`src/core_timing_pkg.sv`:
```
// Shared constants and types for the instruction timing core
//------------------------------------------------------------
// What this block does
//------------------------------------------------------------
// What this block does
// RQ1: Decode all opcodes with standard encoding
// RQ2: Time everything in plain system clock cycles
// RQ3: No instruction exceeds eight clock cycles
// RQ4: Most instructions: cycles equal byte count
// RQ5: Untaken conditional branch finishes one cycle sooner
// RQ6: Timing table covers all 109 instructions
// RQ7: Peak one instruction per clock
// RQ8: Add register to accumulator: 1 byte, 1 cycle
// RQ9: Add direct byte: 2 bytes, 2 cycles
// RQ10: Add indirect byte: 1 byte, 2 cycles
// RQ11: Add immediate: 2 bytes, 2 cycles
// RQ12: Subtract register with borrow: 1 byte, 1 cycle
// RQ13: Subtract direct byte with borrow: 2 bytes, 2 cycles
// RQ14: Subtract indirect byte with borrow: 1 byte, 2 cycles
// RQ15: Subtract immediate with borrow: 2 bytes, 2 cycles
// RQ16: External data move routed to three targets
// RQ17: Software reads and writes flash bytewise
// RQ18: Serial test port programs flash, reaches debug (no test port here; debug halt, run and step arrive on input pins)
// RQ19: Breakpoints, watchpoints, run, stop, single step
// RQ20: Debug uses no user resources
// RQ21: Arithmetic sets carry, aux carry, overflow
package core_timing_pkg;

    localparam logic [3:0]  MAX_CYCLES      = 4'h8;
    localparam logic [3:0]  ONE_CYCLE       = 4'h1;
    localparam logic [3:0]  TWO_CYCLES      = 4'h2;
    localparam logic [3:0]  MOVE_CYCLES     = 4'h3;
    localparam logic [3:0]  MUL_CYCLES      = 4'h4;
    localparam logic [3:0]  RET_CYCLES      = 4'h5;

    localparam logic [7:0]  OP_ADD_BASE     = 8'h24;
    localparam logic [7:0]  OP_ADD_WITH_CARRY_BASE    = 8'h34;
    localparam logic [7:0]  OP_SUBTRACT_WITH_BORROW_BASE    = 8'h94;
    localparam logic [7:0]  OP_MUL          = 8'hA4;
    localparam logic [7:0]  OP_DIV          = 8'h84;
    localparam logic [7:0]  OP_CODE_MOVE_DP = 8'h93;
    localparam logic [7:0]  OP_CODE_MOVE_PC = 8'h83;
    localparam logic [7:0]  OP_RET          = 8'h22;
    localparam logic [7:0]  OP_RETI         = 8'h32;
    localparam logic [7:0]  OP_LJMP         = 8'h02;
    localparam logic [7:0]  OP_LCALL        = 8'h12;
    localparam logic [7:0]  OP_JMP_IND      = 8'h73;

    localparam logic [15:0] EXPANSION_RAM_ONCHIP_TOP = 16'h1000;
    localparam int          PSW_CY          = 7;
    localparam int          PSW_AC          = 6;
    localparam int          PSW_OV          = 2;
    localparam int          PSW_P           = 0;
    localparam logic [7:0]  PSW_RESET       = 8'h00;
    localparam logic [7:0]  ACC_RESET       = 8'h00;

    typedef enum logic [1:0] {
        TGT_EXPANSION_RAM_ON  = 2'b00,
        TGT_EXPANSION_RAM_OFF = 2'b01,
        TGT_FLASH    = 2'b10,
        TGT_NONE     = 2'b11
    } xdm_target_t;

    typedef enum logic [1:0] {
        ARITH_ADD  = 2'b00,
        ARITH_ADD_WITH_CARRY = 2'b01,
        ARITH_SUBTRACT_WITH_BORROW = 2'b10
    } arith_op_t;

    typedef enum logic [1:0] {
        ST_IDLE = 2'b00,
        ST_EXEC = 2'b01,
        ST_HALT = 2'b10
    } core_state_t;

    typedef enum logic [1:0] {
        HALT_NONE  = 2'b00,
        HALT_REQ   = 2'b01,
        HALT_BREAK = 2'b10,
        HALT_WATCH = 2'b11
    } halt_cause_t;

endpackage

```
`src/cpu_arith_unit.sv`:
```
// Add, add with carry and subtract with borrow with flag results
`timescale 1ns/100ps
module cpu_arith_unit
    import core_timing_pkg::*;
(
    input  wire logic [7:0] acc_in,
    input  wire logic [7:0] operand,
    input  wire logic       carry_in,
    input  wire arith_op_t  op_sel,
    output logic      [7:0] result,
    output logic            carry_out,
    output logic            aux_carry_out,
    output logic            overflow_out
);

    // Subtraction is a - b - c done directly so borrow reads off bit 8
    wire        is_sub  = (op_sel == ARITH_SUBTRACT_WITH_BORROW);
    wire        cin     = (op_sel == ARITH_ADD) ? 1'b0 : carry_in;
    wire [8:0]  full_add = {1'b0, acc_in} + {1'b0, operand} + {8'h00, cin};
    wire [8:0]  full_sub = {1'b0, acc_in} - {1'b0, operand} - {8'h00, cin};
    wire [4:0]  low_add  = {1'b0, acc_in[3:0]} + {1'b0, operand[3:0]} + {4'h0, cin};
    wire [4:0]  low_sub  = {1'b0, acc_in[3:0]} - {1'b0, operand[3:0]} - {4'h0, cin};
    wire [8:0]  full     = is_sub ? full_sub : full_add;

    assign result        = full[7:0];
    assign carry_out     = full[8]; // RQ21
    assign aux_carry_out = is_sub ? low_sub[4] : low_add[4]; // RQ21
    // Overflow: signed operands agree (add) or differ (sub) and sign flips
    assign overflow_out  = is_sub ? ((acc_in[7] != operand[7]) && (full[7] != acc_in[7])) // RQ21
                                  : ((acc_in[7] == operand[7]) && (full[7] != acc_in[7]));

endmodule

```
`src/cpu_core_instruction_timing.sv`:
```
// Instruction timing sequencer, arithmetic execute, data move routing and run control
`timescale 1ns/100ps
module cpu_core_instruction_timing
    import core_timing_pkg::*;
(
    input  wire logic        core_clk,
    input  wire logic        rst_b,
    input  wire logic        issue_valid,
    input  wire logic [7:0]  issue_opcode,
    input  wire logic [7:0]  issue_operand1,
    input  wire logic [15:0] issue_pc,
    input  wire logic        issue_branch_taken,
    input  wire logic [7:0]  operand_data,
    input  wire logic [7:0]  mem_rdata,
    input  wire logic [15:0] dptr,
    input  wire logic [7:0]  xdm_page,
    input  wire logic        flash_read_enable,
    input  wire logic        flash_write_enable,
    input  wire logic        dbg_halt_req,
    input  wire logic        dbg_run_req,
    input  wire logic        dbg_step_req,
    input  wire logic        bp_enable,
    input  wire logic [15:0] bp_addr,
    input  wire logic        wp_enable,
    input  wire logic [15:0] wp_addr,
    output logic             issue_ready,
    output logic             instr_done,
    output logic [1:0]       done_bytes,
    output logic [3:0]       done_cycles,
    output logic [7:0]       acc,
    output logic [7:0]       program_status_word,
    output logic [1:0]       xdm_target,
    output logic             xdm_rd,
    output logic             xdm_wr,
    output logic [15:0]      xdm_addr,
    output logic [7:0]       xdm_wdata,
    output logic             code_rd,
    output logic [15:0]      code_addr,
    output logic             halted,
    output logic [1:0]       halt_cause
);

    //------------------------------------------------------------
    // Decode functions
    //------------------------------------------------------------
    // Byte count from the opcode map; the fetch side supplies the bytes themselves
    function automatic logic [1:0] instr_bytes(input logic [7:0] op); // RQ1
        logic [3:0] hi;
        hi = op[7:4];
        case (op[3:0])
            4'h0:
                instr_bytes = (hi inside {4'h1, 4'h2, 4'h3, 4'h9}) ? 2'd3 : ((hi != 4'h0 && hi < 4'hE) ? 2'd2 : 2'd1);
            4'h1:
                instr_bytes = 2'd2;
            4'h2:
                instr_bytes = (op == OP_LJMP || op == OP_LCALL) ? 2'd3 : ((hi >= 4'h4 && hi <= 4'hD) ? 2'd2 : 2'd1);
            4'h3:
                instr_bytes = (hi >= 4'h4 && hi <= 4'h6) ? 2'd3 : 2'd1;
            4'h4:
                instr_bytes = (hi == 4'hB) ? 2'd3 : ((hi inside {[4'h2:4'h7], 4'h9}) ? 2'd2 : 2'd1);
            4'h5:
                instr_bytes = (hi inside {4'h7, 4'h8, 4'hB, 4'hD}) ? 2'd3 : ((hi != 4'hA) ? 2'd2 : 2'd1);
            4'h6, 4'h7:
                instr_bytes = (hi == 4'hB) ? 2'd3 : ((hi inside {4'h7, 4'h8, 4'hA}) ? 2'd2 : 2'd1);
            default:
                instr_bytes = (hi == 4'hB) ? 2'd3 : ((hi inside {4'h7, 4'h8, 4'hA, 4'hD}) ? 2'd2 : 2'd1);
        endcase
    endfunction

    function automatic logic is_cond_branch(input logic [7:0] op);
        is_cond_branch = (op[3:0] == 4'h0 && op[7:4] >= 4'h1 && op[7:4] <= 4'h7)
                      || (op[7:4] == 4'hB && op[3:2] != 2'b00)
                      || (op[7:4] == 4'hD && (op[3:0] == 4'h5 || op[3]))
                      || (op == 8'hB4);
    endfunction

    function automatic logic is_xdm(input logic [7:0] op);
        is_xdm = (op[7:5] == 3'b111) && (op[3:0] == 4'h0 || op[3:1] == 3'b001);
    endfunction

    // Cycle count for the taken path; untaken branches subtract one later
    function automatic logic [3:0] cycles_taken(input logic [7:0] op); // RQ6
        logic [3:0] c;
        c = {2'b00, instr_bytes(op)}; // RQ4
        if (op == OP_DIV) begin
            c = MAX_CYCLES; // RQ3
        end else if (op == OP_MUL) begin
            c = MUL_CYCLES;
        end else if (is_xdm(op) || op == OP_CODE_MOVE_DP || op == OP_CODE_MOVE_PC) begin
            c = MOVE_CYCLES;
        end else if (op == OP_RET || op == OP_RETI) begin
            c = RET_CYCLES;
        end else if (op[3:0] == 4'h1 || op == OP_JMP_IND || op == 8'h80) begin
            c = MOVE_CYCLES;
        end else if (op == OP_LJMP || op == OP_LCALL) begin
            c = MUL_CYCLES;
        end else if ((op[3:1] == 3'b011) && instr_bytes(op) == 2'd1) begin
            c = TWO_CYCLES; // RQ10 RQ14
        end
        if (is_cond_branch(op)) begin
            c = c + ONE_CYCLE;
            if (op[7:4] == 4'hB && op[3:1] == 3'b011) begin
                c = c + ONE_CYCLE;
            end
        end
        cycles_taken = c;
    endfunction

    //------------------------------------------------------------
    // State
    //------------------------------------------------------------
    core_state_t state_reg;
    core_state_t state_next;
    logic [7:0]  op_reg;
    logic [7:0]  op1_reg;
    logic [15:0] pc_reg;
    logic        taken_reg;
    logic        pend_reg;
    logic        step_reg;
    logic [3:0]  cnt_reg;
    logic [3:0]  cnt_next;
    logic        cy_reg;
    logic        ac_reg;
    logic        ov_reg;
    logic [7:0]  acc_reg;
    logic [15:0] mv_addr_reg;
    logic        mv_is_wr_reg;

    //------------------------------------------------------------
    // Selection of the instruction being launched or finished
    //------------------------------------------------------------
    // In idle the inputs are used directly so one-cycle ops run back to back
    wire         in_idle    = (state_reg == ST_IDLE);
    wire         accept     = in_idle && issue_valid && issue_ready; // RQ7
    wire [7:0]   cur_op     = in_idle ? issue_opcode : op_reg;
    wire [7:0]   cur_op1    = in_idle ? issue_operand1 : op1_reg;
    wire [15:0]  cur_pc     = in_idle ? issue_pc : pc_reg;
    wire         cur_taken  = in_idle ? issue_branch_taken : taken_reg;
    wire         cur_cond   = is_cond_branch(cur_op);
    wire [3:0]   cur_cycles = cycles_taken(cur_op) - {3'b000, cur_cond && !cur_taken}; // RQ5 RQ2
    wire [1:0]   cur_bytes  = instr_bytes(cur_op);

    wire         bp_hit     = bp_enable && (issue_pc == bp_addr) && !step_reg; // RQ19
    wire         resume     = (state_reg == ST_HALT) && (dbg_run_req || dbg_step_req); // RQ19
    wire         launch     = (accept && !bp_hit) || (resume && pend_reg);
    wire         commit     = (launch && cur_cycles == ONE_CYCLE)
                           || (state_reg == ST_EXEC && cnt_reg == 4'h0);

    //------------------------------------------------------------
    // Arithmetic group
    //------------------------------------------------------------
    wire         grp_add    = (cur_op[7:4] == OP_ADD_BASE[7:4]) && (cur_op[3:2] != 2'b00 || cur_op[1:0] == 2'b00);
    wire         grp_add_with_carry   = (cur_op[7:4] == OP_ADD_WITH_CARRY_BASE[7:4]) && (cur_op[3:2] != 2'b00 || cur_op[1:0] == 2'b00);
    wire         grp_subtract_with_borrow   = (cur_op[7:4] == OP_SUBTRACT_WITH_BORROW_BASE[7:4]) && (cur_op[3:2] != 2'b00 || cur_op[1:0] == 2'b00);
    wire         is_arith   = grp_add || grp_add_with_carry || grp_subtract_with_borrow;
    // Column 4 is the immediate form, the byte comes from the fetch stream
    wire [7:0]   arith_src  = (cur_op[3:0] == 4'h4) ? cur_op1 : operand_data; // RQ11 RQ15
    wire         arith_op_add  = grp_add;
    wire         arith_op_add_with_carry = grp_add_with_carry;
    arith_op_t   arith_sel;
    assign arith_sel = arith_op_add ? ARITH_ADD : (arith_op_add_with_carry ? ARITH_ADD_WITH_CARRY : ARITH_SUBTRACT_WITH_BORROW);

    wire [7:0]   arith_res;
    wire         arith_cy;
    wire         arith_ac;
    wire         arith_ov;

    cpu_arith_unit u_arith (
        .acc_in        (acc_reg),
        .operand       (arith_src),
        .carry_in      (cy_reg),
        .op_sel        (arith_sel),
        .result        (arith_res),
        .carry_out     (arith_cy),
        .aux_carry_out (arith_ac),
        .overflow_out  (arith_ov)
    );

    //------------------------------------------------------------
    // External data move routing and flash byte access
    //------------------------------------------------------------
    wire         cur_xdm    = is_xdm(cur_op);
    wire         cur_xdm_wr = cur_op[4];
    // Columns 2 and 3 use the 8-bit register address on the current page
    wire [15:0]  cur_xaddr  = (cur_op[3:0] == 4'h0) ? dptr : {xdm_page, operand_data};
    wire         to_flash   = cur_xdm_wr ? flash_write_enable : flash_read_enable;
    wire [1:0]   route      = to_flash ? TGT_FLASH
                            : (cur_xaddr < EXPANSION_RAM_ONCHIP_TOP) ? TGT_EXPANSION_RAM_ON : TGT_EXPANSION_RAM_OFF; // RQ16 RQ17
    wire         cur_code   = (cur_op == OP_CODE_MOVE_DP) || (cur_op == OP_CODE_MOVE_PC);
    wire [15:0]  pc_after   = cur_pc + 16'h0001;
    wire [15:0]  code_base  = (cur_op == OP_CODE_MOVE_DP) ? dptr : pc_after;
    wire [15:0]  cur_caddr  = code_base + {8'h00, acc_reg}; // RQ17

    wire         wp_hit     = wp_enable && (state_reg == ST_EXEC) && commit
                           && is_xdm(op_reg) && (mv_addr_reg == wp_addr); // RQ19
    wire [7:0]   acc_commit = is_arith ? arith_res
                            : ((cur_xdm && !mv_is_wr_reg) || cur_code) ? mem_rdata : acc_reg;

    //------------------------------------------------------------
    // Sequencer
    //------------------------------------------------------------
    always_comb begin
        state_next = state_reg;
        cnt_next   = cnt_reg;
        case (state_reg)
            ST_IDLE: begin
                if (dbg_halt_req) begin
                    state_next = ST_HALT;
                end else if (accept && bp_hit) begin
                    state_next = ST_HALT;
                end else if (launch && cur_cycles != ONE_CYCLE) begin
                    state_next = ST_EXEC;
                    cnt_next   = cur_cycles - TWO_CYCLES;
                end else if (commit && step_reg) begin
                    state_next = ST_HALT;
                end
            end
            ST_EXEC: begin
                cnt_next = cnt_reg - 4'h1;
                if (commit) begin
                    state_next = (step_reg || wp_hit || dbg_halt_req) ? ST_HALT : ST_IDLE;
                end
            end
            ST_HALT: begin
                if (launch && cur_cycles != ONE_CYCLE) begin
                    state_next = ST_EXEC;
                    cnt_next   = cur_cycles - TWO_CYCLES;
                end else if (resume && !(launch && dbg_step_req)) begin
                    state_next = ST_IDLE;
                end
            end
            default: begin
                state_next = ST_IDLE;
            end
        endcase
    end

    // Run control lives in its own flops so no user state is touched
    always_ff @(posedge core_clk) begin
        if (!rst_b) begin
            state_reg   <= ST_IDLE;
            cnt_reg     <= 4'h0;
            issue_ready <= 1'b0;
            halted      <= 1'b0;
            halt_cause  <= HALT_NONE;
            pend_reg    <= 1'b0;
            step_reg    <= 1'b0;
        end else begin
            state_reg   <= state_next;
            cnt_reg     <= cnt_next;
            issue_ready <= (state_next == ST_IDLE) && !(step_reg && commit); // RQ7
            halted      <= (state_next == ST_HALT); // RQ19 RQ20
            if (state_reg != ST_HALT && state_next == ST_HALT) begin
                halt_cause <= (accept && bp_hit) ? HALT_BREAK : (wp_hit ? HALT_WATCH : HALT_REQ);
            end
            if (accept && bp_hit) begin
                pend_reg <= 1'b1;
            end else if (launch) begin
                pend_reg <= 1'b0;
            end
            // A step lets exactly one instruction through, past any breakpoint
            if (resume) begin
                step_reg <= dbg_step_req && !dbg_run_req;
            end else if (commit) begin
                step_reg <= 1'b0;
            end
        end
    end

    always_ff @(posedge core_clk) begin
        if (accept) begin
            op_reg    <= issue_opcode;
            op1_reg   <= issue_operand1;
            pc_reg    <= issue_pc;
            taken_reg <= issue_branch_taken;
        end
        if (launch) begin
            mv_addr_reg  <= cur_xaddr;
            mv_is_wr_reg <= cur_xdm_wr;
        end
    end

    //------------------------------------------------------------
    // Architectural results and memory strobes
    //------------------------------------------------------------
    always_ff @(posedge core_clk) begin
        if (!rst_b) begin
            acc_reg             <= ACC_RESET;
            cy_reg              <= PSW_RESET[PSW_CY];
            ac_reg              <= PSW_RESET[PSW_AC];
            ov_reg              <= PSW_RESET[PSW_OV];
            program_status_word <= PSW_RESET;
            instr_done          <= 1'b0;
            done_bytes          <= 2'd0;
            done_cycles         <= 4'h0;
        end else begin
            instr_done <= commit;
            if (commit) begin
                acc_reg     <= acc_commit;
                done_bytes  <= cur_bytes;
                done_cycles <= cur_cycles;
                program_status_word[PSW_P] <= ^acc_commit;
                if (is_arith) begin
                    cy_reg <= arith_cy; // RQ21 RQ8 RQ9 RQ12 RQ13
                    ac_reg <= arith_ac;
                    ov_reg <= arith_ov;
                    program_status_word[PSW_CY] <= arith_cy;
                    program_status_word[PSW_AC] <= arith_ac;
                    program_status_word[PSW_OV] <= arith_ov;
                end
            end
        end
    end

    assign acc = acc_reg;

    always_ff @(posedge core_clk) begin
        if (!rst_b) begin
            xdm_target <= TGT_NONE;
            xdm_rd     <= 1'b0;
            xdm_wr     <= 1'b0;
            xdm_addr   <= 16'h0000;
            xdm_wdata  <= 8'h00;
            code_rd    <= 1'b0;
            code_addr  <= 16'h0000;
        end else begin
            xdm_rd  <= launch && cur_xdm && !cur_xdm_wr;
            xdm_wr  <= launch && cur_xdm && cur_xdm_wr;
            code_rd <= launch && cur_code;
            if (launch && cur_xdm) begin
                xdm_target <= route; // RQ16
                xdm_addr   <= cur_xaddr;
                xdm_wdata  <= acc_reg;
            end
            if (launch && cur_code) begin
                code_addr <= cur_caddr;
            end
        end
    end

endmodule

```
`config.mk`:
```
export PLATFORM = sky130hd
export DESIGN_NAME = cpu_core_instruction_timing
export DESIGN_NICKNAME = d
export VERILOG_FILES = /design/src/core_timing_pkg.sv /design/src/cpu_arith_unit.sv /design/src/cpu_core_instruction_timing.sv
export SDC_FILE = /design/constraint.sdc
export NUM_CORES = 1
export LEC_CHECK = 0
export ABC_CLOCK_PERIOD_IN_PS = 5850
export BUFFER_PORTS_ARGS = -buffer_cell sky130_fd_sc_hd__buf_2
export CAP_MARGIN = 20
export CORE_MARGIN = 10
export CORE_UTILIZATION = 56
export DETAILED_ROUTE_END_ITERATION = 10
export HOLD_SLACK_MARGIN = 0.08
export PLACE_DENSITY = 0.82
export SLEW_MARGIN = 40
export SYNTH_ARGS = -nofsm -noshare
export SYNTH_HDL_FRONTEND = slang
export SYNTH_SLANG_ARGS = --single-unit
```
`constraint.sdc`:
```
create_clock -name core_clk -period 5.85 [get_ports core_clk]
set_input_delay 0.2925 -clock core_clk [delete_from_list [all_inputs] [get_ports core_clk]]
set_output_delay 0.2925 -clock core_clk [all_outputs]
set_load 0.01 [all_outputs]
```
# Word level (Yosys, flattened, before mapping)
# Cells that the tools add are included.
[op_classes]
addsub = 15
magnitude_cmp = 8
eq_ne = 48
mux = 67
n_reduce_logical = 95
[ops]
columns = ["cell", "count"]
rows = [
  ["2-bit two-way mux", 33],
  ["8-bit equality test (second input constant)", 6],
  ["16-bit two-way mux", 3],
  ["1-bit logical AND", 44],
  ["8-bit two-way mux", 5],
  ["16-bit equality test", 2],
  ["2-bit case mux with 7 select lines", 2],
  ["4-bit two-way mux", 6],
  ["1-bit logical OR", 22],
  ["4-bit by 3-bit equality test with 1-bit output (second input constant)", 5],
  ["4-bit equality test (second input constant)", 5],
  ["16-bit by 1-bit adder with 16-bit output (second input constant)", 1],
  ["16-bit by 8-bit adder with 16-bit output", 1],
  ["4-bit by 2-bit equality test with 1-bit output (second input constant)", 4],
  ["8-bit by 6-bit equality test with 1-bit output (second input constant)", 2],
  ["16-bit by 13-bit < comparator with 1-bit output (second input constant)", 1],
  ["4-bit nonzero test", 4],
  ["3-bit two-way mux", 5],
  ["4-bit by 1-bit equality test with 1-bit output (second input constant)", 3],
  ["4-bit logical NOT", 3],
  ["4-bit case mux with 3 select lines", 1],
  ["1-bit two-way mux", 10],
  ["8-bit by 8-bit adder with 9-bit output", 1],
  ["9-bit by 1-bit adder with 9-bit output", 1],
  ["other kinds (39)", 63],
]
[totals]
reg_bits = 127
in_bits = 115
out_inout_bits = 72

# Depth between registers and ports, before layout
[depth]
ltp_word = 41
mapped_depth = 24

# Hierarchy
# A second synthesis with hierarchy kept.
[hier_totals]
hier_cells = 981
hier_area_um2 = 8752.1
[modules_own_cells]
columns = ["module", "instances", "cells_per_inst", "area_per_inst_um2"]
rows = [
  ["cpu_core_instruction_timing", 1, 843, 7738.7],
  ["cpu_arith_unit", 1, 138, 1013.5],
]

# Worst setup path after synthesis
# Ideal clock, no wire load.
[synth_timing]
path_kind = "register to register"
from = "register state_reg[0]"
to = "register program_status_word[0]"
setup_ns = 0.117
arrival_time_ns = 4.591
required_ns = 5.733
slack_ns = 1.142
path_stages_with_launch = 24
path_buffers = 4
period_less_slack_ns = 4.708
path_cell_list = "dfxtp_1 > buf_6 > nor2_2 > buf_2 > o31ai_1 > a211oi_2 > buf_2 > buf_1 > nand2_1 > nand2_1 > inv_1 > fa_1 > inv_1 > ha_1 > o21ai_0 > nand3b_1 > a31o_2 > xor2_1 > nor2_1 > a221oi_1 > xnor2_1 > xnor3_1 > xor2_1 > o2bb2ai_1"
[synth_via]
elab_chain_len = 31
[synth_rtl]
columns = ["item", "line", "text"]
rows = [
  ["start: declaration", "cpu_core_instruction_timing.sv:112", "core_state_t state_reg;"],
  ["start signal: assignment", "cpu_core_instruction_timing.sv:249", "state_reg <= state_next;"],
  ["2-bit logical NOT", "cpu_core_instruction_timing.sv:133", "wire in_idle = (state_reg == ST_IDLE);"],
  ["8-bit two-way mux", "cpu_core_instruction_timing.sv:135", "wire [7:0] cur_op = in_idle ? issue_opcode : op_reg;"],
  ["4-bit by 2-bit greater-or-equal comparator with 1-bit output / 4-bit by 3-bit less-or-equal comparator with 1-bit output (equally long branches)", "cpu_core_instruction_timing.sv:60, cpu_core_instruction_timing.sv:71", ""],
  ["1-bit logical AND", "cpu_core_instruction_timing.sv:60", "instr_bytes = (hi == 4'hB) ? 2'd3 : ((hi inside {[4'h2:4'h7], 4'h9}) ? 2'd2 : 2'd1);"],
  ["2-bit nonzero test", "cpu_core_instruction_timing.sv:60", ""],
  ["2-bit two-way mux (2 in series)", "cpu_core_instruction_timing.sv:60", ""],
  ["2-bit case mux with 7 select lines", "cpu_core_instruction_timing.sv:50", "case (op[3:0])"],
  ["2-bit two-way mux", "cpu_core_instruction_timing.sv:95", "end else if (op == OP_LJMP || op == OP_LCALL) begin"],
  ["[... 14 more ...]", "-", ""],
  ["4-bit by 1-bit adder with 4-bit output", "cpu_core_instruction_timing.sv:101", "c = c + ONE_CYCLE;"],
  ["4-bit by 1-bit adder with 4-bit output", "cpu_core_instruction_timing.sv:103", "c = c + ONE_CYCLE;"],
  ["4-bit two-way mux", "cpu_core_instruction_timing.sv:102", "if (op[7:4] == 4'hB && op[3:1] == 3'b011) begin"],
  ["4-bit two-way mux", "cpu_core_instruction_timing.sv:100", "if (is_cond_branch(op)) begin"],
  ["4-bit by 1-bit subtractor with 4-bit output", "cpu_core_instruction_timing.sv:140", "wire [3:0] cur_cycles = cycles_taken(cur_op) - {3'b000, cur_cond && !cur_taken};"],
  ["4-bit by 1-bit equality test with 1-bit output", "cpu_core_instruction_timing.sv:146", "wire commit = (launch && cur_cycles == ONE_CYCLE)"],
  ["1-bit logical AND", "cpu_core_instruction_timing.sv:146", ""],
  ["1-bit logical OR", "cpu_core_instruction_timing.sv:147", "|| (state_reg == ST_EXEC && cnt_reg == 4'h0);"],
  ["end signal: indexed assignment", "cpu_core_instruction_timing.sv:302", "program_status_word[PSW_P] <= ^acc_commit;"],
  ["end signal: indexed assignment", "cpu_core_instruction_timing.sv:307", "program_status_word[PSW_CY] <= arith_cy;"],
  ["end signal: indexed assignment", "cpu_core_instruction_timing.sv:308", "program_status_word[PSW_AC] <= arith_ac;"],
  ["end: declaration", "cpu_core_instruction_timing.sv:31", "output logic [7:0] program_status_word,"],
]
# Parallel ways exist; a longest one is shown, timed or not. The select of a mux whose other input is x is not followed.
# A chain may end at the register's enable or synchronous reset.

# Worst setup path in the final report
[layout_timing]
from = "register state_reg[1]"
to = "register acc_reg[5] (netlist: acc[5])"
[layout_via]
elab_chain_len = 31
[layout_rtl]
columns = ["item", "line", "text"]
rows = [
  ["2-bit logical NOT", "cpu_core_instruction_timing.sv:133", ""],
  ["8-bit two-way mux", "cpu_core_instruction_timing.sv:135", ""],
  ["4-bit by 2-bit greater-or-equal comparator with 1-bit output / 4-bit by 3-bit less-or-equal comparator with 1-bit output (equally long branches)", "cpu_core_instruction_timing.sv:60, cpu_core_instruction_timing.sv:71", ""],
  ["1-bit logical AND", "cpu_core_instruction_timing.sv:60", ""],
  ["2-bit nonzero test", "cpu_core_instruction_timing.sv:60", ""],
  ["2-bit two-way mux (2 in series)", "cpu_core_instruction_timing.sv:60", ""],
  ["2-bit case mux with 7 select lines", "cpu_core_instruction_timing.sv:50", ""],
  ["2-bit two-way mux", "cpu_core_instruction_timing.sv:95", ""],
  ["[... 14 more ...]", "-", ""],
  ["4-bit by 1-bit adder with 4-bit output", "cpu_core_instruction_timing.sv:101", ""],
  ["4-bit by 1-bit adder with 4-bit output", "cpu_core_instruction_timing.sv:103", ""],
  ["4-bit two-way mux", "cpu_core_instruction_timing.sv:102", ""],
  ["4-bit two-way mux", "cpu_core_instruction_timing.sv:100", ""],
  ["4-bit by 1-bit subtractor with 4-bit output", "cpu_core_instruction_timing.sv:140", ""],
  ["4-bit by 1-bit equality test with 1-bit output", "cpu_core_instruction_timing.sv:146", ""],
  ["1-bit logical AND", "cpu_core_instruction_timing.sv:146", ""],
  ["1-bit logical OR", "cpu_core_instruction_timing.sv:147", ""],
  ["end signal: assignment", "cpu_core_instruction_timing.sv:299", "acc_reg <= acc_commit;"],
  ["end: declaration", "cpu_core_instruction_timing.sv:125", "logic [7:0] acc_reg;"],
]
# Parallel ways exist; a longest one is shown, timed or not. The select of a mux whose other input is x is not followed.

==> flow_summary.yaml <==
die:
  die_area_sq_um: 20700
  fp.dieH_microns: 144
  initial_utilization_pct: 56.9
  die_w_microns: 144
  io_pins: 187
  placementRows: 45
  design.core.area_sq_um: 15100
routing:
  routedWlPerCell_microns: 20.9
  drc: 0
  drt-total-wl_microns: 27500
  ant_nets: 0
  post_drt_via_cell_ratio: 6.00
  first_pass_iters: 5
  drt-initial-drc-count: 746
  vias: 7903
worst_setup_path:
  required_ns: 6.14
  path_max_fanout: 29
  reg2reg_from: "state_reg[1]"
  worstPathArrival_ns: 5.50
  endpoint_kind: "register"
  start_kind: "register"
  crit_type: "register to register"
  startpoint: "state_reg[1]"
outcome:
  status: "completed"
final_layout:
  layout_common_cells: "182 x buf_2, 111 x nor2_1, 78 x nand2_1, 76 x dfxtp_1, 74 x mux2i_1"
  drive_gt1_share_pct: 25.3
  syn2layout_area_growth_pct: 19.8
  layout_commonest_cell: "buf_2"
  num-fill-cells: 1185
  multi_input_area_sq_um: 5130
  nets: 1271
  stdcell_area_sq_um: 10300
  regArea_sq_um: 3020
clock_network:
  clk-insertion-delay-late_ns: 0.43
  cts_tree: "done"
  clock-sinks: 126
  root_buffer: "clkbuf_16"
  h-tree-depth: 4
  clockBufferDepth: 2
  path_clk_slew_ns: 0.06
  post_cts_buffers: 0
  cts_hold_buf: 7
  numCtsBuffers: 17
  cts_resized: 0
synth:
  synth_mux_area_share_pct: 10.9
  synth_compound_area_share_pct: 16.0
  synth_edf_count: 50
  syn_avg_cell_area_sq_um: 9.20
  synthSimpleGateAreaFrac_pct: 17.0
  async_flop_share_pct: 0
  synth_cell_type_count: 94
  syn_inst: 934
  syn_area_sq_um: 8590
  synth_ff_type: "dfxtp_1"
  yosysWarningCount: 0
  synthAdderAreaFrac_pct: 6.55
  synth_top_family_by_area: "simple AND/OR/NAND/NOR gates"
  synthXorXnorAreaFrac_pct: 8.84
  seq_area_frac_synth_pct: 35.2
  synth.ff_latch_count: 126
global_routing:
  grt_pass1_vias: 7906
  grt_overflow: 0
  grt_max_degree: 51
  grt_use_total_pct: 26.4
  antenna_found_initial: 4
  grt_pass1_wl_microns: 42400
timing:
  setup-violations-final: 0
  tightest_slew_ns: 0.812
  hold_viol: 0
  slew_headroom_pct: 45.8
  clock.fmax_mhz: 192
  fin_skew_ns: 0.0120
  min_period_ns: 5.21
  drv_slew: 0
  fin_crit_sh_pct: 89.1
  tns_ns: 0
  rsz0062_at_grt: "no"
worst_hold_path:
  worstHoldStart: "issue_pc[15]"
  hold_path_class: "primary input to register"
power_and_ir_drop:
  power_density_nw_per_um2: 273
  intPower_mw: 1.87
  power_switching_mw: 0.939
  share_comb_of_total_power_pct: 27.9
  netSwitchingFraction_pct: 33.4
  peakVddDrop_uv: 245
  p_seq_share_pct: 35.2
  clock_power_share_pct: 37.0
  p_leak_nw: 4.31
placed_design:
  placed_area_sq_um: 9640
  port_buffers: 182
  globalplace.congestion: 0.985
  hpwl_microns: 20800
flow_run:
  cap_violations: 0
-- power by group through the flow --
stage	Clock (mW)	Combinational [mW]	Sequential (mW)
floorplan	0	0.546	1.00
global placement	0	0.747	1.01
detailed placement	0	0.760	1.01
CTS	1.04	0.775	0.988
global route	1.09	0.853	0.993
finish	1.04	0.784	0.989
-- stage by stage --
| stage | hold slack (ns) | power [mW] | setup WS (ns) | instances | util [%] |
|---|---|---|---|---|---|
| after CTS | 0.0820 | 2.81 | 0.653 | 1315 | 68.2 |
| after global placement | 0.444 | 1.75 | 0.868 | 1275 | 63.7 |
| final | 0.0930 | 2.81 | 0.635 | 1318 | 68.2 |
| after detailed placement | 0.454 | 1.77 | 0.717 | 1276 | 63.9 |
| after floorplan | 0.391 | 1.55 | 1.14 | 937 | - |
| after global routing | 0.0824 | 2.94 | 0.351 | 1317 | 68.2 |
-- final cells by class --
| type | instances | area share [%] |
|---|---|---|
| multi-input combinational | 708 | 49.9 |
| sequential | 126 | 29.4 |
| timing repair buffer | 205 | 10.7 |
| clock buffer | 20 | 4.66 |
| tap | 188 | 2.29 |
| inverter | 56 | 2.04 |
| clock inverter | 12 | 0.948 |
| antenna | 3 | 0.0729 |
-- kinds of logic (layout without fill, tap and decap cells) --
| logic type | after synthesis | in the layout |
|---|---|---|
| adders and majority gates | 42 | 42 |
| muxes | 91 | 91 |
| xor gates and xnor gates | 83 | 83 |
| DFF | 126 | 126 |
| buffers and inverters | 103 | 293 |
| other | 1 | 7 |
| and+or+nand+nor | 299 | 299 |
| AOI/OAI and AO/OA | 189 | 189 |
-- worst max-delay path: stages (launching register included) --
cell,delay (ns)
dfxtp_1,0.38
buf_4,0.25
or4b_1,0.54
o21a_2,0.22
o41ai_1,0.49
a21oi_1,0.07
and4bb_1,0.23
or2_2,0.32
nand2_1,0.07
nand3_1,0.07
a21oi_1,0.26
ha_1,0.28
nand3_1,0.09
a21boi_0,0.21
ha_1,0.20
xor2_1,0.10
nor3b_2,0.44
a31o_4,0.48
mux2i_1,0.27
nor2_1,0.06
-- Yosys cell counts, drive strengths merged, types with 5 or more instances --
cell type,count,share of area (%)
nand3,15,0.87
o211ai,9,0.84
mux2,16,2.1
a31oi,18,1.3
xnor2,52,5.3
nand2,78,3.4
buf,27,2.1
nor3,13,0.82
nand2b,9,0.66
nor4,11,0.80
nor4b,6,0.61
nand4,10,0.73
mux2i,75,8.8
edfxtp,50,17
o31ai,8,0.76
ha,37,5.4
a22oi,5,0.50
a211oi,20,2.1
a21oi,40,2.5
xor2,30,3.3
dfxtp,76,18
inv,55,2.4
a21o,6,0.52
o21bai,7,0.61
nor2,115,5.1
o21ai,32,1.9
clkbuf,20,0.87
or4,5,0.44
fa,5,1.2
-- final timing paths --
kind | slack, ns | depth (start not counted) | endpoint
hold reg to reg | 0.46 | 2 | program_status_word[2]
setup / recovery | 0.64 | 19 | acc[5]
setup reg to reg | 0.64 | 19 | acc[5]
hold / removal | 0.09 | 1 | pc_reg[15]
-- layer usage --
metal  track usage (%)  vias up  wire, microns
met1              31.5     3720          10800
met2              43.4      395          13100
met4              10.7        2            887
li1                  -     3721              -
met3              7.79       65           2710
met5                 0        -              7
Note: power is estimated with default switching activity, not from simulation.
